<file path="src/oag_pkg.sv">
package oag_pkg;
   // Special-purpose area and program memory
   localparam logic [15:0] OAG_SPECIAL_BASE = 16'h2000;
   localparam logic [15:0] OAG_PROG_BASE = 16'h2080;
   localparam logic [15:0] OAG_VEC_LO_END = 16'h2013;
   localparam logic [15:0] OAG_CFG0_ADDR = 16'h2018;
   localparam logic [15:0] OAG_CFG1_ADDR = 16'h201A;
   localparam logic [15:0] OAG_KEY_BASE = 16'h2020;
   localparam logic [15:0] OAG_KEY_END = 16'h202F;
   localparam logic [15:0] OAG_VEC_HI_BASE = 16'h2030;
   localparam logic [15:0] OAG_VEC_HI_END = 16'h205D;
   localparam logic [15:0] OAG_ARRAY_END = 16'h9FFF;
   localparam logic [15:0] OAG_KEY_BLANK = 16'hFFFF;
   localparam int OAG_KEY_WORDS = 8;
   localparam logic [15:0] OAG_PREFETCH_AHEAD = 16'h0004;
   // Lock bit positions in the configuration byte
   localparam int OAG_READ_LOCK_POS = 7;
   localparam int OAG_WRITE_LOCK_POS = 6;
   localparam logic [7:0] OAG_CFG_RESET = 8'hFF;
   localparam logic [31:0] OAG_AXI_ZERO = 32'h0000_0000;
   // Register byte addresses
   localparam logic [7:0] OAG_REG_CTRL = 8'h00;
   localparam logic [7:0] OAG_REG_STATUS = 8'h04;
   localparam logic [7:0] OAG_REG_CFG = 8'h08;
   localparam logic [7:0] OAG_REG_KEYWR = 8'h0C;
   localparam logic [7:0] OAG_REG_KEYSTAT = 8'h10;
   // Control register fields
   localparam int OAG_CTRL_START = 0;
   localparam int OAG_CTRL_MODE_LO = 1;
   localparam int OAG_CTRL_EXT_EXEC = 4;
   // AXI responses
   localparam logic [1:0] OAG_RESP_OKAY = 2'b00;
   localparam logic [1:0] OAG_RESP_SLVERR = 2'b10;

   typedef enum logic [2:0]
   {
      OAG_MODE_NORMAL = 3'b000,
      OAG_MODE_SLAVE = 3'b001,
      OAG_MODE_AUTO = 3'b010,
      OAG_MODE_SERIAL = 3'b011,
      OAG_MODE_DUMP = 3'b100
   } oag_mode_e;

   typedef enum logic [2:0]
   {
      OAG_ST_NORMAL = 3'b000,
      OAG_ST_CHECK = 3'b001,
      OAG_ST_RUN = 3'b010,
      OAG_ST_REFUSED = 3'b011,
      OAG_ST_LOCKED = 3'b100
   } oag_state_e;
endpackage : oag_pkg

</file>
<file path="src/oag_key_store.sv">
`timescale 1ns/100ps
// Security key words; read data registered
module oag_key_store
   import oag_pkg::*;
(
   // Clock and reset
   input wire logic sys_clk_i,
   input wire logic rst_b_i,
   // Write port
   input wire logic wr_en_i,
   input wire logic [2:0] wr_idx_i,
   input wire logic [15:0] wr_data_i,
   // Read port
   input wire logic [2:0] rd_idx_i,
   output logic [15:0] rd_data_o
);
   typedef struct packed
   {
      logic [OAG_KEY_WORDS-1:0][15:0] mem;
      logic [15:0] rd;
   } oag_key_s;

   oag_key_s st_r;
   oag_key_s st_nxt;

   always_comb
   begin
      st_nxt = st_r;
      if (wr_en_i)
      begin
         st_nxt.mem[wr_idx_i] = wr_data_i;
      end
      st_nxt.rd = st_r.mem[rd_idx_i];
   end

   always_ff @(posedge sys_clk_i or negedge rst_b_i)
   begin
      if (!rst_b_i)
      begin
         st_r <= '{mem: '{default: OAG_KEY_BLANK}, rd: OAG_KEY_BLANK};
      end
      else
      begin
         st_r <= st_nxt;
      end
   end

   assign rd_data_o = st_r.rd;
endmodule : oag_key_store

</file>
<file path="src/one_time_program_array_access_guard.sv">
`timescale 1ns/100ps
// Overview of operation
// - Config register bit 7 read-lock, bit 6 write-lock; one means open.
// - Protected array writes complete the bus cycle but never program.
// - Run-time programming only when both lock bits read one.
// - Read lock plus external execution refuses array reads except vectors, configs.
// - Read lock: external address into prefetch counter forces device reset.
// - Read lock may block the final four bytes of internal memory.
// - Special area 2000h-207Fh: vectors, configs 2018/201A, key 2020-202F.
// - Reset loads normal config bytes; programming entry loads programming ones.
// - Programming entry also copies normal config byte zero to RAM.
// - Programming config bytes writable only in slave mode.
// - Both programming lock bits zero refuses every programming mode.
// - Prog read-lock one, write-lock zero: only dump, with matching key.
// - Dump always compares keys; mismatch locks the device until reset.
// - Slave or auto: compare keys if a normal lock is set.
// - Security key programmable only in slave or auto mode.
// - Slave mode writes key-address program data into the key store as auto mode does, unless a normal lock is set and ext_key_ok is 00h.
// - Serial mode continues only if every key word is FFFFh.
// - Programming modes run the internal test ROM, not user code.
module one_time_program_array_access_guard
   import oag_pkg::*;
(
   // Clock and reset
   input wire logic sys_clk_i,
   input wire logic rst_b_i,
   // AXI4-Lite write address and data
   input wire logic [7:0] s_axi_awaddr,
   input wire logic s_axi_awvalid,
   output logic s_axi_awready,
   input wire logic [31:0] s_axi_wdata,
   input wire logic [3:0] s_axi_wstrb,
   input wire logic s_axi_wvalid,
   output logic s_axi_wready,
   // AXI4-Lite write response
   output logic [1:0] s_axi_bresp,
   output logic s_axi_bvalid,
   input wire logic s_axi_bready,
   // AXI4-Lite read
   input wire logic [7:0] s_axi_araddr,
   input wire logic s_axi_arvalid,
   output logic s_axi_arready,
   output logic [31:0] s_axi_rdata,
   output logic [1:0] s_axi_rresp,
   output logic s_axi_rvalid,
   input wire logic s_axi_rready,
   // Array access from the bus controller
   input wire logic arr_req_i,
   input wire logic arr_we_i,
   input wire logic [15:0] arr_addr_i,
   input wire logic [15:0] arr_wdata_i,
   // Prefetch counter load
   input wire logic pf_load_i,
   input wire logic [15:0] pf_addr_i,
   // Guard results
   output logic arr_grant_o,
   output logic arr_done_o,
   output logic prog_voltage_en_o,
   output logic dev_reset_o,
   output logic test_rom_sel_o,
   output logic [7:0] ram_cfg_copy_o,
   output logic locked_o
);
   typedef struct packed
   {
      oag_state_e state;
      oag_mode_e mode;
      logic ext_exec;
      logic [7:0] cfg_normal;
      logic [7:0] cfg_prog;
      logic [7:0] chip_config_reg_zero;
      logic [7:0] ram_copy;
      logic [3:0] chk_idx;
      logic chk_fail;
      logic [7:0] ext_key_ok;
      logic aw_got;
      logic w_got;
      logic [7:0] aw_addr;
      logic [31:0] w_data;
      logic [3:0] w_strb;
      logic bvalid;
      logic [1:0] bresp;
      logic rvalid;
      logic [31:0] rdata;
      logic [1:0] rresp;
      logic grant;
      logic done;
      logic vpp;
      logic dev_rst;
   } oag_s;

   oag_s st_r;
   oag_s st_nxt;
   logic [15:0] key_rd;
   logic key_we;
   logic [2:0] key_widx;
   logic [15:0] key_wdata;

   oag_key_store u_key
   (
      .sys_clk_i(sys_clk_i),
      .rst_b_i(rst_b_i),
      .wr_en_i(key_we),
      .wr_idx_i(key_widx),
      .wr_data_i(key_wdata),
      .rd_idx_i(st_r.chk_idx[2:0]),
      .rd_data_o(key_rd)
   );

   function automatic logic is_open_area(input logic [15:0] a);
      is_open_area = (a <= OAG_VEC_LO_END) ||
         (a == OAG_CFG0_ADDR) || (a == OAG_CFG1_ADDR) ||
         (a >= OAG_VEC_HI_BASE && a <= OAG_VEC_HI_END);
   endfunction : is_open_area

   function automatic logic in_array(input logic [15:0] a);
      in_array = (a >= OAG_SPECIAL_BASE) && (a <= OAG_ARRAY_END);
   endfunction : in_array

   logic rd_lock;
   logic wr_lock;
   logic prd;
   logic pwr;
   logic any_lock;
   logic is_key;
   logic [2:0] arr_kidx;
   logic aw_hs;
   logic w_hs;
   logic ar_hs;
   logic do_write;
   logic [7:0] wbyte;

   always_comb
   begin
      st_nxt = st_r;
      rd_lock = ~st_r.chip_config_reg_zero[OAG_READ_LOCK_POS];
      wr_lock = ~st_r.chip_config_reg_zero[OAG_WRITE_LOCK_POS];
      prd = st_r.cfg_prog[OAG_READ_LOCK_POS];
      pwr = st_r.cfg_prog[OAG_WRITE_LOCK_POS];
      any_lock = ~st_r.cfg_normal[OAG_READ_LOCK_POS] |
         ~st_r.cfg_normal[OAG_WRITE_LOCK_POS];
      is_key = arr_addr_i >= OAG_KEY_BASE && arr_addr_i <= OAG_KEY_END;
      arr_kidx = arr_addr_i[3:1];
      key_we = 1'b0;
      key_widx = arr_kidx;
      key_wdata = arr_wdata_i;
      aw_hs = s_axi_awvalid && !st_r.aw_got && !st_r.bvalid;
      w_hs = s_axi_wvalid && !st_r.w_got && !st_r.bvalid;
      ar_hs = s_axi_arvalid && !st_r.rvalid;
      do_write = 1'b0;
      wbyte = 8'h00;
      st_nxt.grant = 1'b0;
      st_nxt.done = 1'b0;
      st_nxt.vpp = 1'b0;
      st_nxt.dev_rst = 1'b0;

      // Mode sequencer
      unique case (st_r.state)
         OAG_ST_NORMAL:
         begin
            st_nxt.chip_config_reg_zero = st_r.cfg_normal;
            if (st_r.mode != OAG_MODE_NORMAL)
            begin
               st_nxt.chip_config_reg_zero = st_r.cfg_prog;
               st_nxt.ram_copy = st_r.cfg_normal;
               st_nxt.chk_idx = 4'h0;
               st_nxt.chk_fail = 1'b0;
               if (!prd && !pwr)
                  st_nxt.state = OAG_ST_REFUSED;
               else if (prd && !pwr && st_r.mode != OAG_MODE_DUMP)
                  st_nxt.state = OAG_ST_REFUSED;
               else if ((st_r.mode == OAG_MODE_SLAVE ||
                        st_r.mode == OAG_MODE_AUTO) && !any_lock)
                  st_nxt.state = OAG_ST_RUN;
               else
                  st_nxt.state = OAG_ST_CHECK;
            end
         end
         OAG_ST_CHECK:
         begin
            if (st_r.chk_idx != 4'h0)
            begin
               if (st_r.mode == OAG_MODE_SERIAL)
               begin
                  if (key_rd != OAG_KEY_BLANK)
                     st_nxt.chk_fail = 1'b1;
               end
               else if (!st_r.ext_key_ok[st_r.chk_idx[2:0] - 3'd1])
                  st_nxt.chk_fail = 1'b1;
            end
            if (st_r.chk_idx == 4'(OAG_KEY_WORDS))
               st_nxt.state = (st_nxt.chk_fail) ? OAG_ST_LOCKED : OAG_ST_RUN;
            else
               st_nxt.chk_idx = st_r.chk_idx + 4'h1;
         end
         OAG_ST_RUN, OAG_ST_REFUSED:
         begin
            if (st_r.mode == OAG_MODE_NORMAL)
               st_nxt.state = OAG_ST_NORMAL;
         end
         OAG_ST_LOCKED:
         begin
            st_nxt.state = OAG_ST_LOCKED;
         end
         default:
         begin
            st_nxt.state = OAG_ST_LOCKED;
         end
      endcase

      // Array access guard
      if (arr_req_i && in_array(arr_addr_i) && st_r.state != OAG_ST_LOCKED)
      begin
         st_nxt.done = 1'b1;
         if (!arr_we_i)
         begin
            if (st_r.state == OAG_ST_NORMAL)
               st_nxt.grant = !(rd_lock && st_r.ext_exec &&
                  !is_open_area(arr_addr_i));
            else
               st_nxt.grant = st_r.state == OAG_ST_RUN;
         end
         else if (st_r.state == OAG_ST_NORMAL)
         begin
            if (rd_lock || wr_lock)
               st_nxt.grant = 1'b0;
            else if (is_key && rd_lock)
               st_nxt.grant = 1'b0;
            else
               st_nxt.grant = 1'b1;
            st_nxt.vpp = st_nxt.grant;
         end
         else if (st_r.state == OAG_ST_RUN)
         begin
            if (is_key)
            begin
               if (st_r.mode == OAG_MODE_SLAVE && any_lock &&
                   st_r.chk_fail == 1'b0 && st_r.ext_key_ok == 8'h00)
                  st_nxt.grant = 1'b0;
               else
                  st_nxt.grant = st_r.mode == OAG_MODE_SLAVE ||
                     st_r.mode == OAG_MODE_AUTO;
            end
            else
               st_nxt.grant = st_r.mode != OAG_MODE_DUMP;
            st_nxt.vpp = st_nxt.grant;
            key_we = st_nxt.grant && is_key;
         end
      end

      // Prefetch counter load under read lock
      if (pf_load_i && rd_lock && st_r.state == OAG_ST_NORMAL &&
          (!in_array(pf_addr_i) ||
           pf_addr_i > OAG_ARRAY_END - OAG_PREFETCH_AHEAD))
         st_nxt.dev_rst = 1'b1;

      // AXI4-Lite write side
      if (aw_hs)
      begin
         st_nxt.aw_got = 1'b1;
         st_nxt.aw_addr = s_axi_awaddr;
      end
      if (w_hs)
      begin
         st_nxt.w_got = 1'b1;
         st_nxt.w_data = s_axi_wdata;
         st_nxt.w_strb = s_axi_wstrb;
      end
      if (st_nxt.aw_got && st_nxt.w_got && !st_r.bvalid)
      begin
         do_write = 1'b1;
         st_nxt.aw_got = 1'b0;
         st_nxt.w_got = 1'b0;
         st_nxt.bvalid = 1'b1;
         st_nxt.bresp = OAG_RESP_OKAY;
      end
      if (st_r.bvalid && s_axi_bready)
         st_nxt.bvalid = 1'b0;
      if (do_write)
      begin
         wbyte = st_nxt.w_data[7:0];
         unique case (st_nxt.aw_addr)
            OAG_REG_CTRL:
            begin
               if (st_nxt.w_strb[0])
               begin
                  st_nxt.ext_exec = wbyte[OAG_CTRL_EXT_EXEC];
                  if (st_r.state != OAG_ST_LOCKED)
                     st_nxt.mode = oag_mode_e'(
                        wbyte[OAG_CTRL_MODE_LO+:3]);
               end
            end
            OAG_REG_CFG:
            begin
               if (st_nxt.w_strb[0] && st_r.state == OAG_ST_RUN &&
                   st_r.mode != OAG_MODE_DUMP)
                  st_nxt.cfg_normal = wbyte;
               if (st_nxt.w_strb[1] && st_r.state == OAG_ST_RUN &&
                   st_r.mode == OAG_MODE_SLAVE)
                  st_nxt.cfg_prog = st_nxt.w_data[15:8];
            end
            OAG_REG_KEYWR:
            begin
               if (st_r.state == OAG_ST_NORMAL)
                  st_nxt.ext_key_ok = st_nxt.w_data[7:0];
            end
            OAG_REG_STATUS, OAG_REG_KEYSTAT:
            begin
               st_nxt.bresp = OAG_RESP_OKAY;
            end
            default:
            begin
               st_nxt.bresp = OAG_RESP_SLVERR;
            end
         endcase
      end

      // AXI4-Lite read side
      if (st_r.rvalid && s_axi_rready)
         st_nxt.rvalid = 1'b0;
      if (ar_hs)
      begin
         st_nxt.rvalid = 1'b1;
         st_nxt.rresp = OAG_RESP_OKAY;
         st_nxt.rdata = OAG_AXI_ZERO;
         unique case (s_axi_araddr)
            OAG_REG_CTRL:
               st_nxt.rdata[7:0] = {3'b000, st_r.ext_exec, st_r.mode, 1'b0};
            OAG_REG_STATUS:
               st_nxt.rdata[15:0] = {st_r.chip_config_reg_zero,
                  st_r.chk_fail, 4'h0, st_r.state};
            OAG_REG_CFG:
               st_nxt.rdata[15:0] = {st_r.cfg_prog, st_r.cfg_normal};
            OAG_REG_KEYWR:
               st_nxt.rdata[7:0] = st_r.ext_key_ok;
            OAG_REG_KEYSTAT:
               st_nxt.rdata[7:0] = st_r.ram_copy;
            default:
               st_nxt.rresp = OAG_RESP_SLVERR;
         endcase
      end
   end

   always_ff @(posedge sys_clk_i or negedge rst_b_i)
   begin
      if (!rst_b_i)
      begin
         st_r <= '{state: OAG_ST_NORMAL, mode: OAG_MODE_NORMAL,
            cfg_normal: OAG_CFG_RESET, cfg_prog: OAG_CFG_RESET,
            chip_config_reg_zero: OAG_CFG_RESET, ram_copy: OAG_CFG_RESET,
            default: '0};
      end
      else
      begin
         st_r <= st_nxt;
      end
   end

   assign s_axi_awready = !st_r.aw_got && !st_r.bvalid;
   assign s_axi_wready = !st_r.w_got && !st_r.bvalid;
   assign s_axi_bvalid = st_r.bvalid;
   assign s_axi_bresp = st_r.bresp;
   assign s_axi_arready = !st_r.rvalid;
   assign s_axi_rvalid = st_r.rvalid;
   assign s_axi_rdata = st_r.rdata;
   assign s_axi_rresp = st_r.rresp;
   assign arr_grant_o = st_r.grant;
   assign arr_done_o = st_r.done;
   assign prog_voltage_en_o = st_r.vpp;
   assign dev_reset_o = st_r.dev_rst;
   assign test_rom_sel_o = st_r.state != OAG_ST_NORMAL;
   assign ram_cfg_copy_o = st_r.ram_copy;
   assign locked_o = st_r.state == OAG_ST_LOCKED;
endmodule : one_time_program_array_access_guard

</file>
<file path="config.mk">
export PLATFORM = sky130hd
export DESIGN_NAME = one_time_program_array_access_guard
export DESIGN_NICKNAME = d
export VERILOG_FILES = /design/src/oag_pkg.sv /design/src/oag_key_store.sv /design/src/one_time_program_array_access_guard.sv
export SDC_FILE = /design/constraint.sdc
export NUM_CORES = 1
export LEC_CHECK = 0
export ABC_AREA = 1
export BUFFER_PORTS_ARGS = -buffer_cell sky130_fd_sc_hd__buf_4
export CAP_MARGIN = 0
export CORE_ASPECT_RATIO = 1.2
export CORE_MARGIN = 1.5
export CORE_UTILIZATION = 40
export DETAILED_ROUTE_END_ITERATION = 7
export PLACE_DENSITY_LB_ADDON = 0.12
export RECOVER_POWER = 25
export SYNTH_ARGS = -nofsm -noshare
export SYNTH_HDL_FRONTEND = slang
export SYNTH_SLANG_ARGS = --single-unit
</file>
<file path="constraint.sdc">
create_clock -name sys_clk_i -period 6.32 [get_ports sys_clk_i]
set_input_delay 1.264 -clock sys_clk_i [delete_from_list [all_inputs] [get_ports sys_clk_i]]
set_output_delay 1.264 -clock sys_clk_i [all_outputs]
set_load 0.005 [all_outputs]
</file>
==> impl_metrics.json <==
{
  "outcome": "finished, final reports clean",
  "maxSlewHeadroom_pct": 28.7,
  "root_buffer": "clkbuf_16",
  "clock_skew_ps": 10.2,
  "design_area_um2": 14400,
  "crit_top_cell": "nand2_1",
  "drive_above_1_share_pct": 24.0,
  "clk_latency_ps": 540,
  "wl_met1_um": 14700,
  "worst-endpoint-arrival_ps": 4100,
  "grt_pass1_vias": 10300,
  "worst_path_max_delay_cell": "clkbuf_1",
  "top_layer": "met5",
  "post-route-period-util_pct": 57.6,
  "synth.avg_cell_area_um2": 8.09,
  "io_buffers": 127,
  "min_from": "u_key.st_r[47]",
  "clk_pin_slew_ps": 60,
  "io_pins": 165,
  "critPathTopFamily": "simple AND/OR/NAND/NOR gates",
  "hold_viol": 0,
  "postCtsSetupRepairBufs": 0,
  "tightest_slew_ps": 1060,
  "r2r_start": "st_r[139]",
  "placed_area_um2": 13500,
  "clockBufferDepth": 3,
  "die_y_um": 198,
  "start_util_pct": 40.4,
  "crit_path_max_incr_delay_ps": 630,
  "syn-instance-count": 1563,
  "wl_per_cell_um": 17.6,
  "syn2layout_area_growth_pct": 13.9,
  "track_usage_pct": 22.2,
  "grt_max_degree": 165,
  "ant_nets": 0,
  "die_w_um": 165,
  "final_nets": 1721,
  "cp_num_buf_inv": 4,
  "syn_area_um2": 12600,
  "max_cap_viol_count": 0,
  "maxSlewViolCount": 0,
  "cts_resized": 0,
  "hp-class": "reg -> reg",
  "rows": 71,
  "critPathLaunch": "st_r[139]",
  "critPathLaunchType": "flop",
  "synth_seq_area_share_pct": 51.0,
  "wl_met3_um": 2060,
  "critical_path_class": "reg -> reg",
  "core-area_um2": 31300,
  "crit_path_end_kind": "flop",
  "ys_ff_latch": 249,
  "path_max_fanout": 44,
  "cp.required_ps": 6780,
  "tritoncts": "built",
  "gp_congestion": 0.827,
  "wl_met2_um": 17900,
  "firstDrtPassIters": 5,
  "cts_hold_buf": 0,
  "cts_max_level": 1,
  "p_leak_nw": 6.65,
  "antenna_found_initial": 2,
  "grt-ovfl-total": 0,
  "grt_setup_unrepaired": "no",
  "cts_sinks": 249,
  "p_per_area_nw_per_um2": 351,
  "path_cells": "inv_1, nand2_1, clkbuf_1, inv_1, nor2_1, nand2_1, nor2_4, buf_4, nand2_2, nand2_1, nand2_1",
  "grt_pass1_wl_um": 56900,
  "dieArea_um2": 32700,
  "drt_wl_total_um": 35900,
  "post-route-min-period_ps": 3640,
  "ys_warn_count": 0,
  "vias": 10800,
  "cts_buffers": 28,
  "drc_errors": 0,
  "post-dp-hpwl_um": 21600,
  "ys_types": 39,
  "initialDrtViolationCount": 710,
  "peakVddDrop_v": 0.000225,
  "fmax_ghz": 0.275,
  "setup_tns_ps": 0,
  "setup_viol": 0,
  "via_per_inst": 5.29
}
## logic make-up after synthesis
group / synth area share [%]
and+or+nand+nor: 30.8
DFF: 51.0
adders and majority gates: 0.198
buffers and inverters: 9.23
other: 0.0297
AOI/OAI and AO/OA: 8.68
xor gates and xnor gates: 0.0693
## cell usage in the layout, fill, tap and decap left out, drive strengths merged
| cell | Yosys | layout |
|---|---|---|
| a21oi | 23 | 23 |
| a22oi | 8 | 8 |
| a31oi | 17 | 17 |
| and2 | 8 | 8 |
| buf | 71 | 139 |
| bufinv | 0 | 1 |
| clkbuf | 73 | 50 |
| clkinv | 5 | 10 |
| clkinvlp | 0 | 1 |
| conb | 1 | 17 |
| dfrtp | 73 | 73 |
| dfstp | 176 | 176 |
| diode | 0 | 1 |
| ha | 2 | 2 |
| inv | 80 | 80 |
| nand2 | 489 | 489 |
| nand3 | 69 | 69 |
| nand4 | 130 | 130 |
| nor2 | 177 | 177 |
| nor3 | 13 | 13 |
| nor4 | 1 | 1 |
| o2111ai | 1 | 1 |
| o211ai | 3 | 3 |
| o21a | 1 | 1 |
| o21ai | 115 | 115 |
| o21bai | 1 | 1 |
| o22ai | 23 | 23 |
| o2bb2ai | 1 | 1 |
| o31ai | 1 | 1 |
| xor2 | 1 | 1 |
## synth_stat cells (all sizes together)
library cell	n	share of area [%]
o31ai	1	0.059
dfrtp	73	14
nand2	489	15
o2bb2ai	1	0.069
clkbuf	73	2.3
conb	1	0.030
o21a	1	0.059
inv	80	2.4
o2111ai	1	0.069
o21bai	1	0.089
buf	71	4.4
a31oi	17	0.84
and2	8	0.40
ha	2	0.20
clkinv	5	0.15
o21ai	115	4.8
nor3	13	0.73
nor2	177	5.4
a22oi	8	0.48
nand3	69	3.1
o211ai	3	0.18
a21oi	23	0.91
o22ai	23	1.1
nand4	130	6.4
nor4	1	0.050
dfstp	176	37
xor2	1	0.069
## worst min-delay path: cells and delay by family, from the launching register on
family           cells  cell delay, ps
flip-flops           1             360
AND/OR/NAND/NOR      2              90
## stage by stage
| stage | std cells | power, mW | hold WS (ps) | worst slack (ps) | utilization (%) |
|---|---|---|---|---|---|
| floorplan | 1579 | 2.95 | 439 | 3630 | - |
| global placement | 1980 | 3.44 | 448 | 2360 | 43.0 |
| detailed placement | 1980 | 3.44 | 451 | 2360 | 43.0 |
| CTS | 2032 | 5.12 | 460 | 2910 | 46.1 |
| global route | 2033 | 5.37 | 470 | 2380 | 46.0 |
| finish | 2033 | 5.05 | 457 | 2680 | 46.0 |
## sequential cells by signal, indices dropped and copies added (netlist names)
register           count
u_key.st_r           128
st_r                  70
s_axi_rdata           16
u_key.rd_data_o       16
ram_cfg_copy_o         8
s_axi_bresp            2
arr_done_o             1
arr_grant_o            1
dev_reset_o            1
prd                    1
prog_voltage_en_o      1
pwr                    1
s_axi_bvalid           1
s_axi_rresp            1
s_axi_rvalid           1
## routing by layer
| layer | vias to the layer above | track usage [%] |
|---|---|---|
| met5 | - | 0 |
| met4 | 2 | 7.47 |
| met3 | 61 | 2.93 |
| met2 | 296 | 38.5 |
| met1 | 5201 | 28.4 |
| li1 | 5195 | - |
## power breakdown
group | switching, mW | internal, mW
registers | 0.0912 | 1.83
logic | 1.01 | 0.467
clock network | 0.648 | 1.00
## area by class of cell
type,count,area [µm²]
timing repair buffer,144,1090
sequential,249,6450
tap,401,502
clock inverter,7,62.6
inverter,85,319
multi-input combinational,1101,5070
fill,3183,16900
antenna,1,2.50
clock buffer,45,896
## final timing paths
kind	cells past startpoint	slack, ps	endpoint
hold / removal	2	460	u_key.st_r[47]
min in group asynchronous	1	720	st_r[59]
setup reg to reg	11	2680	u_key.st_r[39]
setup / recovery	11	2680	u_key.st_r[39]
hold reg to reg	2	460	u_key.st_r[47]
max in group asynchronous	2	4310	st_r[50]
(Power assumes the default switching activity.)
